**src/pkg/gtc_cfg.svh**
```systemverilog
/*
  Fixed offsets, field positions, reset values and counts of the transmit
  collision control block.
  Assumes it is included by bare name wherever a constant is needed.
*/
`ifndef GTC_CFG_SVH
`define GTC_CFG_SVH

// Register byte offsets.
`define GTC_OFS_TCTL 16'h0400
`define GTC_OFS_TX_CONTROL_EXTENSION 16'h0404
`define GTC_OFS_MODE 16'h0408
`define GTC_OFS_STAT 16'h040c

// Transmit control field positions.
`define GTC_CT_LO 4
`define GTC_CT_HI 11
`define GTC_COLLISION_DISTANCE_LO 12
`define GTC_COLLISION_DISTANCE_HI 21
`define GTC_SWP_BIT 22
`define GTC_LATE_COLLISION_RETRY_EN_BIT 24
`define GTC_TXCS_LO 26
`define GTC_TXCS_HI 27
`define GTC_MULTI_READ_REQUEST_EN_BIT 28

// Extended control collision distance field.
`define GTC_XCOLD_LO 10
`define GTC_XCOLD_HI 19

// Mode register field positions.
`define GTC_FD_BIT 0
`define GTC_SPD_LO 1
`define GTC_SPD_HI 2

// Reset values.
`define GTC_CT_RST 8'h00
`define GTC_COLLISION_DISTANCE_RST 10'h000
`define GTC_XCOLD_RST 10'h000
`define GTC_MULTI_READ_REQUEST_EN_RST 1'b1

// Configuration word bit that loads the multi-request enable.
`define GTC_NVM_MULTI_READ_REQUEST_EN_BIT 14

// Outstanding read limits.
`define GTC_REQ_ONE 3'h1
`define GTC_REQ_FOUR 3'h4

// Late collision windows in bytes.
`define GTC_WIN_SLOW 16'h0040
`define GTC_WIN_GIG 16'h0200

// Retry saturation and back-off exponent cap.
`define GTC_RETRY_MAX 5'h10
`define GTC_BACKOFF_CAP 5'h0a

// Carrier extension symbol on the data lines.
`define GTC_EXT_SYM 8'h0f

`endif

```
**src/pkg/gtc_pkg.sv**
```systemverilog
/*
  Types shared by the transmit collision control block.
  Assumes gtc_cfg.svh holds the numeric constants.
*/
package gtc_pkg;

  // Link speed of the attached physical layer.
  typedef enum logic [1:0] {
    GTC_SPD_10 = 2'b00,
    GTC_SPD_100 = 2'b01,
    GTC_SPD_1000 = 2'b10
  } gtc_speed_t;

  // Transmit sequencer states.
  typedef enum logic [1:0] {
    GTC_S_IDLE = 2'b00,
    GTC_S_DATA = 2'b01,
    GTC_S_EXT = 2'b10,
    GTC_S_BACKOFF = 2'b11
  } gtc_state_t;

  // One byte of packet data from the fetch side.
  typedef struct packed {
    logic [7:0] data;
    logic last;
  } gtc_beat_t;

  // Byte-wide transmit symbol toward the physical layer.
  typedef struct packed {
    logic en;
    logic er;
    logic [7:0] data;
  } gtc_gmii_t;

endpackage

```
**src/hw/gtc_req_limit.sv**
```systemverilog
/*
  Limiter for outstanding transmit-data read requests.
  Assumes want and done come from logic on clk_sys and that the enable
  only changes while no transmit work is pending.
*/
`timescale 1ns/100ps
`include "gtc_cfg.svh"

module gtc_req_limit
  import gtc_pkg::*;
(
  input wire logic clk_sys,
  input wire logic rst_n,
  input wire logic multi_en,
  input wire logic want,
  input wire logic done,
  output logic req,
  output logic [2:0] count
);

  logic req_r;
  logic [2:0] cnt_r;
  logic [2:0] limit;
  logic issue;
  logic retire;

  // One request at a time unless the multi-request enable is set.
  assign limit = multi_en ? `GTC_REQ_FOUR : `GTC_REQ_ONE;
  assign issue = want && (cnt_r < limit);
  assign retire = done && (cnt_r != 3'h0);

  // The counter already holds a request in the cycle it is issued.
  always_ff @(posedge clk_sys or negedge rst_n)
  begin
    if (!rst_n)
    begin
      req_r <= 1'b0;
      cnt_r <= 3'h0;
    end
    else
    begin
      req_r <= issue;
      cnt_r <= cnt_r + {2'h0, issue} - {2'h0, retire};
    end
  end

  assign req = req_r;
  assign count = cnt_r;

  property p_single;
    @(posedge clk_sys) disable iff (!rst_n)
    !multi_en |-> cnt_r <= `GTC_REQ_ONE;
  endproperty
  a_single: assert property (p_single) else $error("second read issued in single mode");

  property p_quad;
    @(posedge clk_sys) disable iff (!rst_n)
    req_r |-> cnt_r <= `GTC_REQ_FOUR && cnt_r != 3'h0;
  endproperty
  a_quad: assert property (p_quad) else $error("outstanding reads out of range");

  c_four: cover property (@(posedge clk_sys) disable iff (!rst_n) cnt_r == 3'h4);

endmodule

```
**src/hw/gtc_late_col.sv**
```systemverilog
/*
  Late collision classification for the transmit sequencer.
  Assumes bytes counts symbols already sent in the current attempt.
*/
`timescale 1ns/100ps
`include "gtc_cfg.svh"

module gtc_late_col
  import gtc_pkg::*;
(
  input wire logic clk_sys,
  input wire logic rst_n,
  input wire logic [15:0] bytes,
  input wire gtc_speed_t speed,
  input wire logic full_duplex,
  input wire logic retry_en,
  output logic late,
  output logic retry_ok
);

  logic [15:0] window;

  // The collision window depends on the link speed.
  assign window = (speed == GTC_SPD_1000) ? `GTC_WIN_GIG : `GTC_WIN_SLOW;
  assign late = bytes >= window;
  // In half duplex early collisions always retry and late ones only with the enable; none retry in full duplex.
  assign retry_ok = !full_duplex && (!late || retry_en);

  property p_gig_win;
    @(posedge clk_sys) disable iff (!rst_n)
    speed == GTC_SPD_1000 |-> late == (bytes >= `GTC_WIN_GIG);
  endproperty
  a_gig_win: assert property (p_gig_win) else $error("gigabit late window wrong");

  property p_no_late_retry;
    @(posedge clk_sys) disable iff (!rst_n)
    late && !retry_en |-> !retry_ok;
  endproperty
  a_no_late_retry: assert property (p_no_late_retry) else $error("late retry without enable");

  property p_fd_ignore;
    @(posedge clk_sys) disable iff (!rst_n)
    full_duplex |-> !retry_ok;
  endproperty
  a_fd_ignore: assert property (p_fd_ignore) else $error("retry allowed in full duplex");

endmodule

```
**src/hw/gtc_tx_ctrl.sv**
```systemverilog
/*
  Transmit control of a gigabit MAC: register file, read-request limit,
  collision handling with retry and abort, carrier extension padding,
  and software pause requests.
  Assumes the packet source streams one byte per cycle without gaps and
  restarts a packet on a retry pulse; the collision pin is asynchronous.
*/
// Decided for this implementation: the address-and-strobe port.
`timescale 1ns/100ps
`include "gtc_cfg.svh"

// Function
// - One read outstanding normally; up to four with multi-request enable.
// - Multi-request enable resets to one, then loads from configuration bit 14.
// - Control bits 31 to 29 read zero; software writes zero.
// - Abort the packet once the collision threshold is reached.
// - Pad short packets with extension symbols, not data bytes.
// - Padding check applies in full and half duplex.
// - Strip extension symbols when running at 100 Mb/s.
// - Software pause request is sent whatever the duplex setting.
// - With late retry enabled, retransmit after a late collision.
// - Late means 64 bytes sent at 10/100, 512 at gigabit.
// - Late collision without retry enable counts as success.
// - Full duplex ignores the late retry enable.
// - Extended register bits 19 to 10 hold collision distance, reset zero.
// - Pause request is bit 22, uses pause timer, self-clears when sent.
// - Late collision retry enable is control bit 24.
// - Back-off saturates after ten retries; threshold matters in half duplex.
module gtc_tx_ctrl
  import gtc_pkg::*;
(
  input wire logic clk_sys,
  input wire logic rst_n,
  input wire logic [15:0] reg_addr,
  input wire logic [31:0] reg_wdata,
  input wire logic reg_wr,
  input wire logic reg_rd,
  output logic [31:0] reg_rdata,
  input wire logic nvm_load,
  input wire logic [15:0] nvm_word,
  input wire logic fetch_want,
  input wire logic fetch_done,
  output logic fetch_req,
  input wire gtc_beat_t src_beat,
  input wire logic src_valid,
  output logic src_ready,
  output gtc_gmii_t phy_tx,
  input wire logic phy_col,
  output logic pkt_done,
  output logic pkt_retry,
  output logic pkt_abort,
  input wire logic [15:0] pause_timer_value,
  input wire logic pause_sent,
  output logic pause_req,
  output logic [15:0] pause_time
);

  logic [7:0] ct_r;
  logic [9:0] collision_distance_r;
  logic [1:0] txcs_r;
  logic late_collision_retry_en_r;
  logic sw_pause_r;
  logic multi_en_r;
  logic [9:0] xcold_r;
  logic full_duplex_r;
  gtc_speed_t speed_r;
  logic [31:0] rdata_r;
  logic col_s1_r;
  logic col_s2_r;
  logic col_s3_r;
  logic col_q_r;
  gtc_state_t state_r;
  gtc_state_t state_nxt;
  logic [15:0] bytes_r;
  logic [4:0] attempt_r;
  logic [15:0] backoff_r;
  logic [15:0] backoff_nxt;
  logic [15:0] lfsr_r;
  logic src_ready_r;
  gtc_gmii_t phy_tx_r;
  logic done_r;
  logic retry_r;
  logic abort_r;
  logic pause_req_r;
  logic [15:0] pause_time_r;
  logic wr_tctl;
  logic wr_xtctl;
  logic wr_mode;
  logic [9:0] collision_distance_eff;
  logic col_hit;
  logic col_evt;
  logic col_act;
  logic lc_late;
  logic lc_retry_ok;
  logic thresh_hit;
  logic beat_take;
  logic pad_need;
  logic pad_more;
  logic pkt_end;
  logic [2:0] out_cnt;
  logic [4:0] bo_exp;
  logic [9:0] bo_mask;

  // Register write decode.
  assign wr_tctl = reg_wr && (reg_addr == `GTC_OFS_TCTL);
  assign wr_xtctl = reg_wr && (reg_addr == `GTC_OFS_TX_CONTROL_EXTENSION);
  assign wr_mode = reg_wr && (reg_addr == `GTC_OFS_MODE);

  // Transmit control fields; reserved bits are not stored.
  always_ff @(posedge clk_sys or negedge rst_n)
  begin
    if (!rst_n)
    begin
      ct_r <= `GTC_CT_RST;
      collision_distance_r <= `GTC_COLLISION_DISTANCE_RST;
      txcs_r <= 2'h0;
      late_collision_retry_en_r <= 1'b0;
    end
    else if (wr_tctl)
    begin
      ct_r <= reg_wdata[`GTC_CT_HI:`GTC_CT_LO];
      collision_distance_r <= reg_wdata[`GTC_COLLISION_DISTANCE_HI:`GTC_COLLISION_DISTANCE_LO];
      txcs_r <= reg_wdata[`GTC_TXCS_HI:`GTC_TXCS_LO];
      late_collision_retry_en_r <= reg_wdata[`GTC_LATE_COLLISION_RETRY_EN_BIT];
    end
  end

  // Pause request: a software set wins over the self-clear when the frame goes out.
  always_ff @(posedge clk_sys or negedge rst_n)
  begin
    if (!rst_n)
      sw_pause_r <= 1'b0;
    else if (wr_tctl && reg_wdata[`GTC_SWP_BIT])
      sw_pause_r <= 1'b1;
    else if (pause_sent || wr_tctl)
      sw_pause_r <= 1'b0;
  end

  // Multi-request enable resets to one and is then loaded from the configuration word.
  always_ff @(posedge clk_sys or negedge rst_n)
  begin
    if (!rst_n)
      multi_en_r <= `GTC_MULTI_READ_REQUEST_EN_RST;
    else if (nvm_load)
      multi_en_r <= nvm_word[`GTC_NVM_MULTI_READ_REQUEST_EN_BIT];
    else if (wr_tctl)
      multi_en_r <= reg_wdata[`GTC_MULTI_READ_REQUEST_EN_BIT];
  end

  // Extended collision distance and link mode.
  always_ff @(posedge clk_sys or negedge rst_n)
  begin
    if (!rst_n)
    begin
      xcold_r <= `GTC_XCOLD_RST;
      full_duplex_r <= 1'b0;
      speed_r <= GTC_SPD_1000;
    end
    else
    begin
      if (wr_xtctl)
        xcold_r <= reg_wdata[`GTC_XCOLD_HI:`GTC_XCOLD_LO];
      if (wr_mode)
      begin
        full_duplex_r <= reg_wdata[`GTC_FD_BIT];
        speed_r <= gtc_speed_t'(reg_wdata[`GTC_SPD_HI:`GTC_SPD_LO]);
      end
    end
  end

  // Read data stand in the cycle after the strobe; unmapped addresses read zero.
  always_ff @(posedge clk_sys or negedge rst_n)
  begin
    if (!rst_n)
      rdata_r <= 32'h0;
    else if (reg_rd)
    begin
      rdata_r <= 32'h0;
      case (reg_addr)
        `GTC_OFS_TCTL:
        begin
          rdata_r[`GTC_CT_HI:`GTC_CT_LO] <= ct_r;
          rdata_r[`GTC_COLLISION_DISTANCE_HI:`GTC_COLLISION_DISTANCE_LO] <= collision_distance_r;
          rdata_r[`GTC_SWP_BIT] <= sw_pause_r;
          rdata_r[`GTC_LATE_COLLISION_RETRY_EN_BIT] <= late_collision_retry_en_r;
          rdata_r[`GTC_TXCS_HI:`GTC_TXCS_LO] <= txcs_r;
          rdata_r[`GTC_MULTI_READ_REQUEST_EN_BIT] <= multi_en_r;
        end
        `GTC_OFS_TX_CONTROL_EXTENSION: rdata_r[`GTC_XCOLD_HI:`GTC_XCOLD_LO] <= xcold_r;
        `GTC_OFS_MODE:
        begin
          rdata_r[`GTC_FD_BIT] <= full_duplex_r;
          rdata_r[`GTC_SPD_HI:`GTC_SPD_LO] <= speed_r;
        end
        `GTC_OFS_STAT: rdata_r[10:0] <= {sw_pause_r, state_r, attempt_r, out_cnt};
        default: rdata_r <= 32'h0;
      endcase
    end
  end

  // Three-stage synchroniser; the level is taken once stages two and three agree.
  always_ff @(posedge clk_sys or negedge rst_n)
  begin
    if (!rst_n)
    begin
      col_s1_r <= 1'b0;
      col_s2_r <= 1'b0;
      col_s3_r <= 1'b0;
      col_q_r <= 1'b0;
    end
    else
    begin
      col_s1_r <= phy_col;
      col_s2_r <= col_s1_r;
      col_s3_r <= col_s2_r;
      if (col_s2_r == col_s3_r)
        col_q_r <= col_s3_r;
    end
  end

  gtc_late_col u_late
  (
    .clk_sys(clk_sys),
    .rst_n(rst_n),
    .bytes(bytes_r),
    .speed(speed_r),
    .full_duplex(full_duplex_r),
    .retry_en(late_collision_retry_en_r),
    .late(lc_late),
    .retry_ok(lc_retry_ok)
  );

  gtc_req_limit u_limit
  (
    .clk_sys(clk_sys),
    .rst_n(rst_n),
    .multi_en(multi_en_r),
    .want(fetch_want),
    .done(fetch_done),
    .req(fetch_req),
    .count(out_cnt)
  );

  // Collision decode; collisions mean nothing in full duplex.
  assign col_hit = (col_s2_r == col_s3_r) && col_s3_r && !col_q_r;
  assign col_evt = col_hit && !full_duplex_r &&
                   (state_r == GTC_S_DATA || state_r == GTC_S_EXT);
  assign col_act = col_evt && lc_retry_ok;
  assign thresh_hit = ({3'h0, attempt_r} + 8'h01) >= ct_r;

  // The extended field, when programmed, overrides the base collision distance.
  assign collision_distance_eff = (xcold_r != 10'h000) ? xcold_r : collision_distance_r;
  assign beat_take = src_valid && src_ready_r && (state_r == GTC_S_DATA);
  // Padding is checked in either duplex and dropped below gigabit.
  assign pad_need = (speed_r == GTC_SPD_1000) &&
                    ((bytes_r + 16'h0001) <= {6'h00, collision_distance_eff});
  assign pad_more = (bytes_r + 16'h0001) <= {6'h00, collision_distance_eff};
  assign pkt_end = !col_act && ((beat_take && src_beat.last && !pad_need) ||
                   (state_r == GTC_S_EXT && !pad_more));

  // Back-off window doubles per retry and stops growing at the cap.
  assign bo_exp = (attempt_r >= `GTC_BACKOFF_CAP) ? `GTC_BACKOFF_CAP : attempt_r + 5'h01;
  assign bo_mask = 10'h3ff >> (`GTC_BACKOFF_CAP - bo_exp);
  assign backoff_nxt = {lfsr_r[9:0] & bo_mask, 6'h00};

  // Sequencer next state.
  always_comb
  begin
    state_nxt = state_r;
    case (state_r)
      GTC_S_IDLE:
        if (src_valid)
          state_nxt = GTC_S_DATA;
      GTC_S_DATA:
        if (col_act)
          state_nxt = thresh_hit ? GTC_S_IDLE : GTC_S_BACKOFF;
        else if (beat_take && src_beat.last)
          state_nxt = pad_need ? GTC_S_EXT : GTC_S_IDLE;
      GTC_S_EXT:
        if (col_act)
          state_nxt = thresh_hit ? GTC_S_IDLE : GTC_S_BACKOFF;
        else if (!pad_more)
          state_nxt = GTC_S_IDLE;
      GTC_S_BACKOFF:
        if (backoff_r == 16'h0000)
          state_nxt = GTC_S_IDLE;
      default: state_nxt = GTC_S_IDLE;
    endcase
  end

  // State, byte count and back-off timer.
  always_ff @(posedge clk_sys or negedge rst_n)
  begin
    if (!rst_n)
    begin
      state_r <= GTC_S_IDLE;
      bytes_r <= 16'h0000;
      backoff_r <= 16'h0000;
      lfsr_r <= 16'hace1;
    end
    else
    begin
      state_r <= state_nxt;
      lfsr_r <= {lfsr_r[14:0], lfsr_r[15] ^ lfsr_r[13] ^ lfsr_r[12] ^ lfsr_r[10]};
      if (state_nxt == GTC_S_IDLE || state_nxt == GTC_S_BACKOFF)
        bytes_r <= 16'h0000;
      else if (beat_take || state_r == GTC_S_EXT)
        bytes_r <= bytes_r + 16'h0001;
      if (col_act && !thresh_hit)
        backoff_r <= backoff_nxt;
      else if (state_r == GTC_S_BACKOFF && backoff_r != 16'h0000)
        backoff_r <= backoff_r - 16'h0001;
    end
  end

  // Attempt count saturates and clears when a packet ends or is abandoned.
  always_ff @(posedge clk_sys or negedge rst_n)
  begin
    if (!rst_n)
      attempt_r <= 5'h00;
    else if (pkt_end || (col_act && thresh_hit))
      attempt_r <= 5'h00;
    else if (col_act && attempt_r != `GTC_RETRY_MAX)
      attempt_r <= attempt_r + 5'h01;
  end

  // Outputs toward the source and the physical layer.
  always_ff @(posedge clk_sys or negedge rst_n)
  begin
    if (!rst_n)
    begin
      src_ready_r <= 1'b0;
      phy_tx_r <= '0;
      done_r <= 1'b0;
      retry_r <= 1'b0;
      abort_r <= 1'b0;
    end
    else
    begin
      src_ready_r <= (state_nxt == GTC_S_DATA) && !(col_act || (beat_take && src_beat.last));
      phy_tx_r <= '0;
      if (beat_take && !col_act)
      begin
        phy_tx_r.en <= 1'b1;
        phy_tx_r.data <= src_beat.data;
      end
      else if (state_r == GTC_S_EXT && !col_act)
      begin
        phy_tx_r.er <= 1'b1;
        phy_tx_r.data <= `GTC_EXT_SYM;
      end
      done_r <= pkt_end;
      retry_r <= col_act && !thresh_hit;
      abort_r <= col_act && thresh_hit;
    end
  end

  // Pause frame request follows the bit with no duplex gating.
  always_ff @(posedge clk_sys or negedge rst_n)
  begin
    if (!rst_n)
    begin
      pause_req_r <= 1'b0;
      pause_time_r <= 16'h0000;
    end
    else
    begin
      pause_req_r <= sw_pause_r && !pause_sent;
      pause_time_r <= pause_timer_value;
    end
  end

  assign reg_rdata = rdata_r;
  assign src_ready = src_ready_r;
  assign phy_tx = phy_tx_r;
  assign pkt_done = done_r;
  assign pkt_retry = retry_r;
  assign pkt_abort = abort_r;
  assign pause_req = pause_req_r;
  assign pause_time = pause_time_r;

  property p_rsv_zero;
    @(posedge clk_sys) disable iff (!rst_n)
    reg_rd && reg_addr == `GTC_OFS_TCTL |=> reg_rdata[31:29] == 3'h0;
  endproperty
  a_rsv_zero: assert property (p_rsv_zero) else $error("reserved bits read nonzero");

  property p_nvm_load;
    @(posedge clk_sys) disable iff (!rst_n)
    nvm_load |=> multi_en_r == $past(nvm_word[`GTC_NVM_MULTI_READ_REQUEST_EN_BIT]);
  endproperty
  a_nvm_load: assert property (p_nvm_load) else $error("enable not loaded from word");

  property p_abort;
    @(posedge clk_sys) disable iff (!rst_n)
    col_act && thresh_hit |=> pkt_abort && !pkt_retry && state_r == GTC_S_IDLE;
  endproperty
  a_abort: assert property (p_abort) else $error("threshold reached without abort");

  property p_ext_sym;
    @(posedge clk_sys) disable iff (!rst_n)
    state_r == GTC_S_EXT && !col_act |=> phy_tx.er && !phy_tx.en && phy_tx.data == `GTC_EXT_SYM;
  endproperty
  a_ext_sym: assert property (p_ext_sym) else $error("padding not extension symbol");

  property p_strip;
    @(posedge clk_sys) disable iff (!rst_n)
    state_r == GTC_S_DATA && state_nxt == GTC_S_EXT |-> speed_r == GTC_SPD_1000;
  endproperty
  a_strip: assert property (p_strip) else $error("extension sent below gigabit");

  property p_pause_any_duplex;
    @(posedge clk_sys) disable iff (!rst_n)
    sw_pause_r && !pause_sent |=> pause_req;
  endproperty
  a_pause_any_duplex: assert property (p_pause_any_duplex) else $error("pause not requested");

  property p_pause_clear;
    @(posedge clk_sys) disable iff (!rst_n)
    pause_sent && !wr_tctl |=> !sw_pause_r ##1 !pause_req;
  endproperty
  a_pause_clear: assert property (p_pause_clear) else $error("pause bit not self-cleared");

  property p_fd_no_col;
    @(posedge clk_sys) disable iff (!rst_n)
    full_duplex_r |=> !pkt_retry && !pkt_abort;
  endproperty
  a_fd_no_col: assert property (p_fd_no_col) else $error("collision acted on in full duplex");

  property p_sat;
    @(posedge clk_sys) disable iff (!rst_n)
    attempt_r == `GTC_RETRY_MAX && col_act && !thresh_hit |=> attempt_r == `GTC_RETRY_MAX;
  endproperty
  a_sat: assert property (p_sat) else $error("retry count passed saturation");

  c_pad: cover property (@(posedge clk_sys) disable iff (!rst_n) state_r == GTC_S_EXT ##1 pkt_done);
  c_retry: cover property (@(posedge clk_sys) disable iff (!rst_n) pkt_retry);
  c_abort: cover property (@(posedge clk_sys) disable iff (!rst_n) pkt_abort);
  c_pause: cover property (@(posedge clk_sys) disable iff (!rst_n) pause_req ##1 !pause_req);

endmodule

```
**config.mk**
```make
export PLATFORM = sky130hd
export DESIGN_NAME = gtc_tx_ctrl
export DESIGN_NICKNAME = d
export VERILOG_FILES = /design/src/pkg/gtc_pkg.sv /design/src/hw/gtc_req_limit.sv /design/src/hw/gtc_late_col.sv /design/src/hw/gtc_tx_ctrl.sv
export VERILOG_INCLUDE_DIRS = /design/src /design/src/pkg
export SDC_FILE = /design/constraint.sdc
export NUM_CORES = 1
export LEC_CHECK = 0
export BUFFER_PORTS_ARGS = -buffer_cell sky130_fd_sc_hd__buf_2
export CAP_MARGIN = 20
export CORE_MARGIN = 5
export CORE_UTILIZATION = 50
export DETAILED_ROUTE_END_ITERATION = 10
export GPL_TIMING_DRIVEN = 0
export PLACE_DENSITY = 0.8
export SLEW_MARGIN = 10
export SYNTH_ARGS = -nofsm -noshare
export SYNTH_HDL_FRONTEND = slang
export SYNTH_SLANG_ARGS = --single-unit
```
**constraint.sdc**
```tcl
create_clock -name clk_sys -period 4 [get_ports clk_sys]
set_clock_uncertainty 0.2 [all_clocks]
set_input_delay 0.4 -clock clk_sys [delete_from_list [all_inputs] [get_ports clk_sys]]
set_output_delay 0.4 -clock clk_sys [all_outputs]
set_load 0.1 [all_outputs]
```
==> run_results.csv, run 1 <==
group,metric,value,unit
synth,synth_edf_count,0,
placement,dpl_cell_area,8580,um2
job,max-cap-violations,0,
clocking,clk-insertion-delay-late,0.42,ns
power,switching_power,1.82,mW
critical_path,crit_chain,"nor4_2 -> nand2_1 -> nor3_4 -> buf_4 -> buf_4 -> a21oi_1 -> ha_1 -> a21oi_1 -> a21oi_1 -> a21oi_2 -> a31oi_2 -> or3_1 -> a21o_1 -> o2111a_1 -> ha_4 -> nor2_1",
synth,synth_commonest_cells,"dfrtp_1 (147), nor2_1 (57), inv_1 (55), o21ai_0 (44)",
critical_path,crit_path_end_kind,"register",
clocking,cts_sinks,157,
floorplanning,die_y,133,um
critical_path,start_kind,"register",
routing,first_pass_iters,5,
sta,fmax,267,MHz
floorplanning,start_util,50.5,%
synth,synth_area_leaders,"dfrtp_1 (48%), mux2_2 (6.2%), ha_1 (6.1%)",
finish,drive_gt1_share,27.8,%
critical_path,startpoint,"xcold_r[1]",
floorplanning,num_rows,45,
synth,synth.distinct_cells,64,
routing,first_iter_violations,326,
clocking,htree_levels,4,
clocking,cts.clk_slew.worst_paths,0.07,ns
critical_path,cp_max_fo,16,
sta,relSlewSlack,54.1,%
floorplanning,core_area,15100,um2
critical_path,max_stage_delay,0.44,ns
synth,syn_avg_cell_area,10.5,um2
synth,synth.top_cell.area_share,48.3,%
global_route,grt_pass1_wl,30.6,mm
global_route,grt_max_degree,91,
power,power.share.clock,32.8,%
finish,postLayoutCellArea,9610,um2
synth,yosys.area.top_type,"dfrtp_1",
sta,worst_slew_pin_slew,0.686,ns
finish,fin_nets,1056,
power,p_comb_share,30.6,%
routing,totalWireLength,18.6,mm
critical_path,cpMaxStageDelayCell,"dfrtp_2",
routing,routed-via-count,6073,
routing,via_per_inst,5.42,
critical_path,critPathRequiredTime,4.10,ns
power,peakVddDrop,362,uV
critical_path,cpMostUsedCell,"a21oi_1",
critical_path,arrival,3.85,ns
clocking,cts_inserted_buffers,17,
hold_path,min_path_type,"in -> reg",
clocking,clockBufferDepth,2,
finish,fin_util,63.7,%
critical_path,r2r_start,"xcold_r[1]",
routing,drc,0,
finish,syn2layout_area_growth,26.2,%
routing,wire_per_inst,16.6,um
routing,antenna_left,0,
floorplanning,io_pins,163,
sta,period_needed,3.75,ns
clocking,cts_tree,"built",
finish,antenna_cells,0,
sta,grt_setup_unrepaired,"false",
power,internal-power,3.32,mW
clocking,clockRootBuffer,"clkbuf_16",
global_route,first_global_vias,6298,
power,power_frac_seq,36.6,%
hold_path,hold_start,"reg_wdata[1]",
synth,synthArstFlopShare,100,%
power,total_leakage_power,4.70,nW
synth,ys_ff_latch,157,
synth,synth-seq-area-share,51.8,%
floorplanning,die_x,133,um
floorplanning,dieArea,17800,um2
sta,slew_violations,0,
power,switching_share,35.4,%
global_route,overflow,0,
critical_path,worst-setup-path-type,"reg -> reg",
global_route,grt_use_total,21.3,%
synth,syn_area,7610,um2
global_route,grt_antenna_before_repair,0,
placement,port_buffers,134,
power,p_per_area,535,nW/um2
sta,final_hold_viol_count,0,
synth,synth_ff_type,"dfrtp_1",
sta,setup-violations-final,0,
run_status,status,"finished, final reports clean",
synth,synthMostInstantiatedCell,"dfrtp_1",
synth,yosys_warnings,0,
placement,dp_hpwl,12.8,mm
placement,gp_congestion,0.881,
sta,post-route-period-util,93.6,%
synth,synthCells,726,
[final cells by class]
type | count | area (um2)
Buffer | 38 | 190
Clock buffer | 18 | 439
Clock inverter | 14 | 180
Fill cell | 1159 | 5480
Inverter | 55 | 206
Multi-Input combinational cell | 478 | 3350
Sequential cell | 157 | 3940
Tap cell | 188 | 235
Timing Repair Buffer | 172 | 1070
[repair_timing]
action                     in CTS  in global routing
hold buffers                   32                  0
pin swaps                       1                  2
setup endpoints to repair      16                 16
buffers inserted                2                  3
resized for setup               8                  6
hold endpoints to repair       96                  0
[state kept, by name, summed over array words and instances, names as in the netlist, 2 cells and up]
name,flops
reg_rdata,27
backoff_r,16
bytes_r,16
lfsr_r,16
pause_time,16
collision_distance_r,10
phy_tx,10
xcold_r,10
ct_r,8
attempt_r,5
u_limit.count,3
speed_r,2
state_r,2
txcs_r,2
[kinds of logic after synthesis]
family,after synthesis,share of synthesized area (%)
AO/OA/AOI/OAI,130,10.5
XOR/XNOR,48,5.52
adder cells (fa/ha/maj),38,6.34
buffers and inverters,95,5.31
flip-flops,157,51.8
multiplexers,44,6.47
other,1,0.0493
AND/OR/NAND/NOR,213,14.1
[per-layer routing]
layer / track usage (%) / vias to the layer above / share of wire, %
li1: - / 2890 / -
met1: 27.4 / 2955 / 44
met2: 35.4 / 203 / 49
met3: 6.19 / 25 / 6.2
met4: 5.77 / 0 / 1.4
met5: 0 / - / 0
[stage by stage]
step | hold WS [ns] | worst slack (ns) | power [mW] | setup TNS [ns] | cells
global route | 0.00180 | 0.0481 | 5.41 | 0 | 1120
detailed placement | 0.135 | -0.649 | 3.40 | -7.38 | 1053
finish | 0.0116 | 0.254 | 5.14 | 0 | 1120
floorplan | -0.0956 | 0.0889 | 3.03 | 0 | 730
CTS | 0.00220 | 0.0491 | 5.16 | 0 | 1118
global placement | 0.133 | -0.564 | 3.35 | -6.30 | 1052
[layout by cell type (no fill, tap or decap), types with 7 or more instances in the layout]
master / count
a21o_1: 7
a21oi_1: 31
and3_1: 10
buf_2: 143
buf_4: 12
clkbuf_1: 15
clkbuf_16: 17
dfrtp_1: 146
dfstp_2: 10
dlygate4sd3_1: 32
ha_1: 36
inv_1: 55
mux2_2: 42
nand2_1: 42
nand3_1: 33
nand4_1: 10
nor2_1: 57
nor2b_1: 8
nor3_1: 8
nor4_1: 9
o21ai_0: 44
o22ai_1: 8
or3_1: 9
xnor2_1: 29
xor2_1: 19
[path summary, 6_finish.rpt]
| kind | end | slack [ns] | cells after the start |
|---|---|---|---|
| hold reg to reg | col_s2_r | 0.15 | 0 |
| max in group asynchronous | multi_en_r | 2.44 | 3 |
| setup / recovery | bytes_r[2] | 0.25 | 16 |
| min in group asynchronous | pause_time[13] | 0.34 | 2 |
| setup reg to reg | bytes_r[2] | 0.25 | 16 |
| hold / removal | speed_r[0] | 0.01 | 2 |
[worst max-delay path: cells and delay by family (launching register included)]
| kind | cells | cell delay, ns |
|---|---|---|
| simple gates | 5 | 1.08 |
| compound gates | 7 | 0.90 |
| fa+ha+maj | 2 | 0.70 |
| flops | 1 | 0.44 |
| buf+inv | 2 | 0.28 |
[power by group through the flow]
stage	clock (mW)	combinational, mW	sequential, mW
finish	1.69	1.57	1.88
global route	1.80	1.72	1.90
CTS	1.72	1.56	1.88
detailed placement	0	1.49	1.90
global placement	0	1.46	1.90
floorplan	0	0.880	2.15
(Power assumes the default switching activity.)
==> inputs of run 2 (changes only) <==
--- a/config.mk
+++ b/config.mk
@@ -8,12 +8,11 @@
 export LEC_CHECK = 0
 export BUFFER_PORTS_ARGS = -buffer_cell sky130_fd_sc_hd__buf_2
 export CAP_MARGIN = 20
-export CORE_MARGIN = 5
 export CORE_UTILIZATION = 50
+export CTS_CLUSTER_DIAMETER = 50
 export DETAILED_ROUTE_END_ITERATION = 10
 export GPL_TIMING_DRIVEN = 0
 export PLACE_DENSITY = 0.8
-export SLEW_MARGIN = 10
 export SYNTH_ARGS = -nofsm -noshare
 export SYNTH_HDL_FRONTEND = slang
 export SYNTH_SLANG_ARGS = --single-unit
==> run 2 against run 1 <==
- the flow now finishes with violations (design-rule violations)
- largest power group unchanged
- sequential power about the same
- global-route usage up 3.0 points
- core utilization up 1.9 points
- maximum frequency down 3.4%
- critical path depth down 1
- die area down 12%
- via count up 0.38%
- largest cell class unchanged
==> run_results.csv, run 2 (synthesized netlist as in run 1, its figures left out) <==
group,metric,value,unit
critical_path,crit_family,"simple AND/OR/NAND/NOR gates",
critical_path,cpMaxStageDelayCell,"dfrtp_2",
routing,first_pass_iters,8,
job,max-cap-violations,0,
clocking,clk-insertion-delay-late,0.43,ns
finish,layout.cells.most_common_list,"dfrtp_1 (146), buf_2 (143), nor2_1 (57), inv_1 (55), o21ai_0 (44)",
sta,post-route-period-util,97.0,%
sta,fmax,258,MHz
critical_path,max_stage_delay,0.45,ns
floorplanning,core_area,14700,um2
placement,port_buffers,134,
critical_path,crit_path_end_kind,"register",
floorplanning,die_x,125,um
run_status,status,"finished with violations",
finish,syn2layout_area_growth,26.6,%
placement,dp_hpwl,12.1,mm
finish,multiInputGateArea,3350,um2
routing,highest_layer,"met4",
finish,regArea,3940,um2
routing,wire_per_inst,16.3,um
placement,dp.cells,1049,
finish,layout_commonest_cell,"dfrtp_1",
power,p_per_area,538,nW/um2
global_route,grt_use_total,24.2,%
global_route,overflow,0,
routing,met2WireLength,9.05,mm
sta,slew_violations,0,
routing,antenna_left,0,
sta,worst_slew_pin_slew,0.704,ns
global_route,grt_pass1_wl,29.9,mm
finish,drive_gt1_share,27.7,%
global_route,grt_max_degree,102,
sta,relSlewSlack,52.9,%
power,total_leakage_power,4.71,nW
critical_path,critPathRequiredTime,4.16,ns
power,peakVddDrop,335,uV
clocking,cts_sinks,157,
routing,totalWireLength,18.3,mm
finish,antenna_cells,0,
routing,drc,11,
floorplanning,die_y,125,um
critical_path,crit_buf_inv,2,
floorplanning,io_pins,163,
critical_path,crit_chain,"nor4_4 -> nand2_2 -> nor3_4 -> buf_4 -> a21oi_1 -> ha_1 -> a2111oi_2 -> a211o_1 -> a31oi_2 -> or3_1 -> o22ai_1 -> o31a_1 -> ha_4 -> buf_6 -> nor2_1",
routing,routed-via-count,6096,
sta,setup-violations-final,0,
finish,fillCellCount,1119,
clocking,cts_inserted_buffers,17,
critical_path,rrSetupSlack,0.12,ns
critical_path,worst-setup-path-type,"reg -> reg",
sta,period_needed,3.88,ns
run_status,violations,"design-rule violations",
floorplanning,dieArea,15700,um2
placement,gp_congestion,0.845,
clocking,cts.clk_slew.worst_paths,0.06,ns
floorplanning,start_util,51.8,%
global_route,grt_antenna_before_repair,0,
sta,final_hold_viol_count,0,
floorplanning,num_rows,44,
clocking,clockRootBuffer,"clkbuf_16",
clocking,clockBufferDepth,2,
global_route,first_global_vias,6107,
routing,wl_met3,1.05,mm
clocking,cts_tree,"built",
critical_path,cp_max_fo,10,
finish,fin_util,65.6,%
routing,wl_met1,7.86,mm
critical_path,start_kind,"register",
finish,largest_reg_flops,27,
routing,first_iter_violations,472,
hold_path,min_path_type,"in -> reg",
finish,fin_nets,1059,
routing,via_per_inst,5.45,
finish,fin_cells,1119,
critical_path,arrival,4.04,ns
clocking,htree_levels,4,
run 2: what timing repair did:
| item | CTS | global route |
|---|---|---|
| setup buffers | 3 | 2 |
| resized for setup | 6 | 10 |
| hold buffers | 33 | 1 |
| endpoints found under the hold margin | 77 | 1 |
| pin swaps | 1 | 4 |
| cloned | 0 | 0 |
| endpoints found under the setup margin | 16 | 16 |
run 2: final timing paths:
| kind | cells after the start | end | startpoint |
|---|---|---|---|
| max in group asynchronous | 3 | xcold_r[8] | rst_n |
| min in group asynchronous | 2 | backoff_r[4] | rst_n |
| worst max register to register | 15 | bytes_r[6] | xcold_r[8] |
| worst min-delay path | 2 | speed_r[1] | reg_wdata[2] |
| worst min register to register | 0 | lfsr_r[6] | lfsr_r[5] |
| worst max-delay path | 15 | bytes_r[6] | xcold_r[8] |
run 2: power by group:
| group | total [mW] | internal, mW | leakage (nW) | switching [mW] |
|---|---|---|---|---|
| logic | 1.62 | 0.606 | 2.37 | 1.01 |
| registers | 1.88 | 1.74 | 2.05 | 0.146 |
| clock network | 1.69 | 1.02 | 0.297 | 0.667 |
run 2: cell type report:
type	count	area share, %
flip-flops and latches	157	40.9
multi-input cells	478	34.7
repair buffers	174	11.4
clock buffers	20	4.74
well taps	184	2.39
inverters	55	2.14
plain buffers	39	2.09
clock inverters	12	1.65
run 2: stage by stage:
step	hold slack, ns	power [mW]	TNS [ns]	instance area (um2)	setup WS [ns]
2_1_floorplan	-0.0956	3.03	0	7630	0.0889
3_3_place_gp	0.135	3.35	-6.77	8530	-0.595
3_5_place_dp	0.145	3.39	-7.29	8570	-0.627
4_1_cts	0.000166	5.14	0	9560	0.00841
5_1_grt	0.00307	5.47	-0.615	9640	-0.0584
6_report	0.0112	5.19	0	9640	0.121
run 2: layer usage:
layer / global-route usage [%] / vias to the layer above
met5: 0 / -
li1: - / 2895
met3: 5.95 / 35
met4: 7.96 / 0
met2: 40.1 / 215
met1: 31.4 / 2951
==> inputs of run 3 (changes only) <==
--- a/config.mk
+++ b/config.mk
@@ -8,11 +8,11 @@
 export LEC_CHECK = 0
 export BUFFER_PORTS_ARGS = -buffer_cell sky130_fd_sc_hd__buf_2
 export CAP_MARGIN = 20
-export CORE_UTILIZATION = 50
+export CORE_UTILIZATION = 40
 export CTS_CLUSTER_DIAMETER = 50
 export DETAILED_ROUTE_END_ITERATION = 10
 export GPL_TIMING_DRIVEN = 0
-export PLACE_DENSITY = 0.8
+export PLACE_DENSITY = 0.67
 export SYNTH_ARGS = -nofsm -noshare
 export SYNTH_HDL_FRONTEND = slang
 export SYNTH_SLANG_ARGS = --single-unit
==> run 3 against run 2 <==
- the flow now finishes without violations
- die area rose by 25%
- critical path type unchanged
- sequential cell count did not move
- total power down 0.53%
- register-to-register slack about the same
- maximum frequency about the same
==> run_results.csv, run 3 (synthesized netlist as in run 1, its figures left out) <==
group,metric,value,unit
run_status,status,"finished, final reports clean",
global_route,grt_antenna_before_repair,0,
clocking,clk-insertion-delay-late,0.42,ns
global_route,grt_pass1_wl,29.7,mm
floorplanning,die_x,140,um
routing,first_pass_iters,4,
routing,antenna_left,0,
critical_path,worst-setup-path-type,"reg -> reg",
clocking,cts_tree,"built",
sta,finalWorstSetupSlack,0.122,ns
hold_path,min_path_type,"in -> reg",
critical_path,r2r_start,"xcold_r[7]",
job,max-cap-violations,0,
sta,setup-violations-final,0,
power,peakVddDrop,307,uV
global_route,grt_use_total,19.3,%
global_route,grt_max_degree,100,
routing,via_per_inst,5.19,
power,p_per_area,533,nW/um2
finish,syn2layout_area_growth,27.1,%
floorplanning,core_area,18700,um2
sta,fmax,258,MHz
finish,drive_gt1_share,27.7,%
placement,gp_congestion,0.849,
placement,dp_hpwl,12.7,mm
clocking,clockBufferDepth,2,
power,power.share.clock,32.4,%
clocking,cts_inserted_buffers,17,
critical_path,crit_family,"simple AND/OR/NAND/NOR gates",
routing,totalWireLength,18.2,mm
sta,worst_slew_pin_slew,0.680,ns
power,internal-power,3.35,mW
critical_path,crit_buf_inv,1,
finish,fin_nets,1056,
floorplanning,num_rows,50,
finish,postLayoutCellArea,9680,um2
routing,wire_per_inst,15.6,um
floorplanning,io_pins,163,
floorplanning,start_util,40.7,%
global_route,overflow,0,
clocking,htree_levels,4,
critical_path,cpMaxStageDelayCell,"dfrtp_1",
finish,fin_cells,1166,
routing,first_iter_violations,329,
power,switching_share,35.0,%
finish,layout.cells.most_common_list,"dfrtp_1 (146), buf_2 (143), nor2_1 (57), inv_1 (55), o21ai_0 (44)",
power,total_leakage_power,4.70,nW
placement,dp.cells,1099,
routing,routed-via-count,6049,
clocking,cts.clk_slew.worst_paths,0.06,ns
critical_path,cp_max_fo,10,
sta,final_hold_viol_count,0,
sta,slew_violations,0,
critical_path,critPathRequiredTime,4.15,ns
hold_path,hold_start,"reg_wdata[7]",
floorplanning,dieArea,19600,um2
placement,port_buffers,134,
clocking,cts_sinks,157,
sta,relSlewSlack,54.5,%
critical_path,arrival,4.02,ns
clocking,clockRootBuffer,"clkbuf_16",
global_route,first_global_vias,5998,
power,switching_power,1.81,mW
critical_path,max_stage_delay,0.43,ns
floorplanning,die_y,140,um
critical_path,crit_chain,"nor4_2 -> nand2_2 -> nor3_4 -> a21oi_2 -> ha_1 -> a2111oi_2 -> a211o_1 -> a31oi_1 -> or3_4 -> o22ai_2 -> o31a_1 -> ha_4 -> buf_6 -> nor2_1",
placement,place_worst_setup_slack,-0.713,ns
finish,largest_reg_flops,27,
power,power_frac_seq,36.4,%
sta,post-route-period-util,96.9,%
critical_path,start_kind,"register",
finish,antenna_cells,0,
finish,layout_commonest_cell,"dfrtp_1",
power,p_comb_share,31.2,%
placement,dpl_cell_area,8630,um2
critical_path,startpoint,"xcold_r[7]",
sta,period_needed,3.88,ns
routing,drc,0,
critical_path,crit_path_end_kind,"register",
==> run 3: changes by cell type in the layout (fill, tap and decap cells not counted), sizes merged <==
cell / previous run / this run
dlygate4sd3: 34 / 32
buf: 163 / 162
clkbuf: 36 / 37
clkinv: 4 / 3
clkinvlp: 2 / 1
inv: 58 / 59
==> run 3: through the flow <==
stage / hold WS (ns) / power, mW / setup TNS (ns) / utilization, %
after floorplan: -0.0956 / 3.03 / 0 / -
after global placement: 0.133 / 3.37 / -8.44 / 46.0
after detailed placement: 0.141 / 3.40 / -8.60 / 46.1
after CTS: 0.00286 / 5.14 / 0 / 51.3
after global routing: 0.00224 / 5.46 / -0.173 / 51.7
final: 0.00479 / 5.16 / 0 / 51.7
==> run 3: power by group through the flow <==
stage	Combinational [mW]	Sequential, mW	Clock (mW)
floorplan	0.880	2.15	0
global placement	1.47	1.90	0
detailed placement	1.50	1.91	0
CTS	1.55	1.88	1.71
global route	1.78	1.90	1.78
finish	1.61	1.88	1.67
==> run 3: area by class of cell <==
type                            count  area (um2)
Fill cell                        1666        9030
Multi-Input combinational cell    478        3360
Clock inverter                     11         159
Sequential cell                   157        3940
Inverter                           55         206
Tap cell                          234         293
Timing Repair Buffer              171        1070
Clock buffer                       21         450
Buffer                             39         201
==> run 3: worst register-to-register path: cells and delay by family (launching register included) <==
kind / cells / cell delay, ns
flip-flops: 1 / 0.43
adder cells (fa/ha/maj): 2 / 0.59
AO/OA/AOI/OAI: 6 / 1.22
buffers and inverters: 1 / 0.14
AND/OR/NAND/NOR: 5 / 1.24
==> run 3: layer usage <==
layer	wire length [um]	vias to the layer above	share of wire, %	GRT usage [%]
met5	0	-	0	0
met4	298	0	1.6	6.36
li1	-	2903	-	-
met3	831	22	4.6	4.21
met2	8670	169	48	31.5
met1	8430	2955	46	25.5
==> run 3: final timing paths <==
path | endpoint | slack [ns] | cells past startpoint
worst max-delay path | bytes_r[12] | 0.12 | 14
worst min-delay path | ct_r[3] | 0.005 | 3
max in group asynchronous | xcold_r[3] | 2.35 | 3
min in group asynchronous | pkt_retry | 0.33 | 2
worst min register to register | lfsr_r[15] | 0.16 | 0
worst max register to register | bytes_r[12] | 0.12 | 14
==> run 3: repair_timing <==
action | in CTS | in global routing
endpoints found under the setup margin | 16 | 16
gates cloned | 0 | 0
hold buffers | 32 | 0
resized for setup | 7 | 12
endpoints found under the hold margin | 81 | 0
pin swaps | 1 | 8
setup buffers | 2 | 2
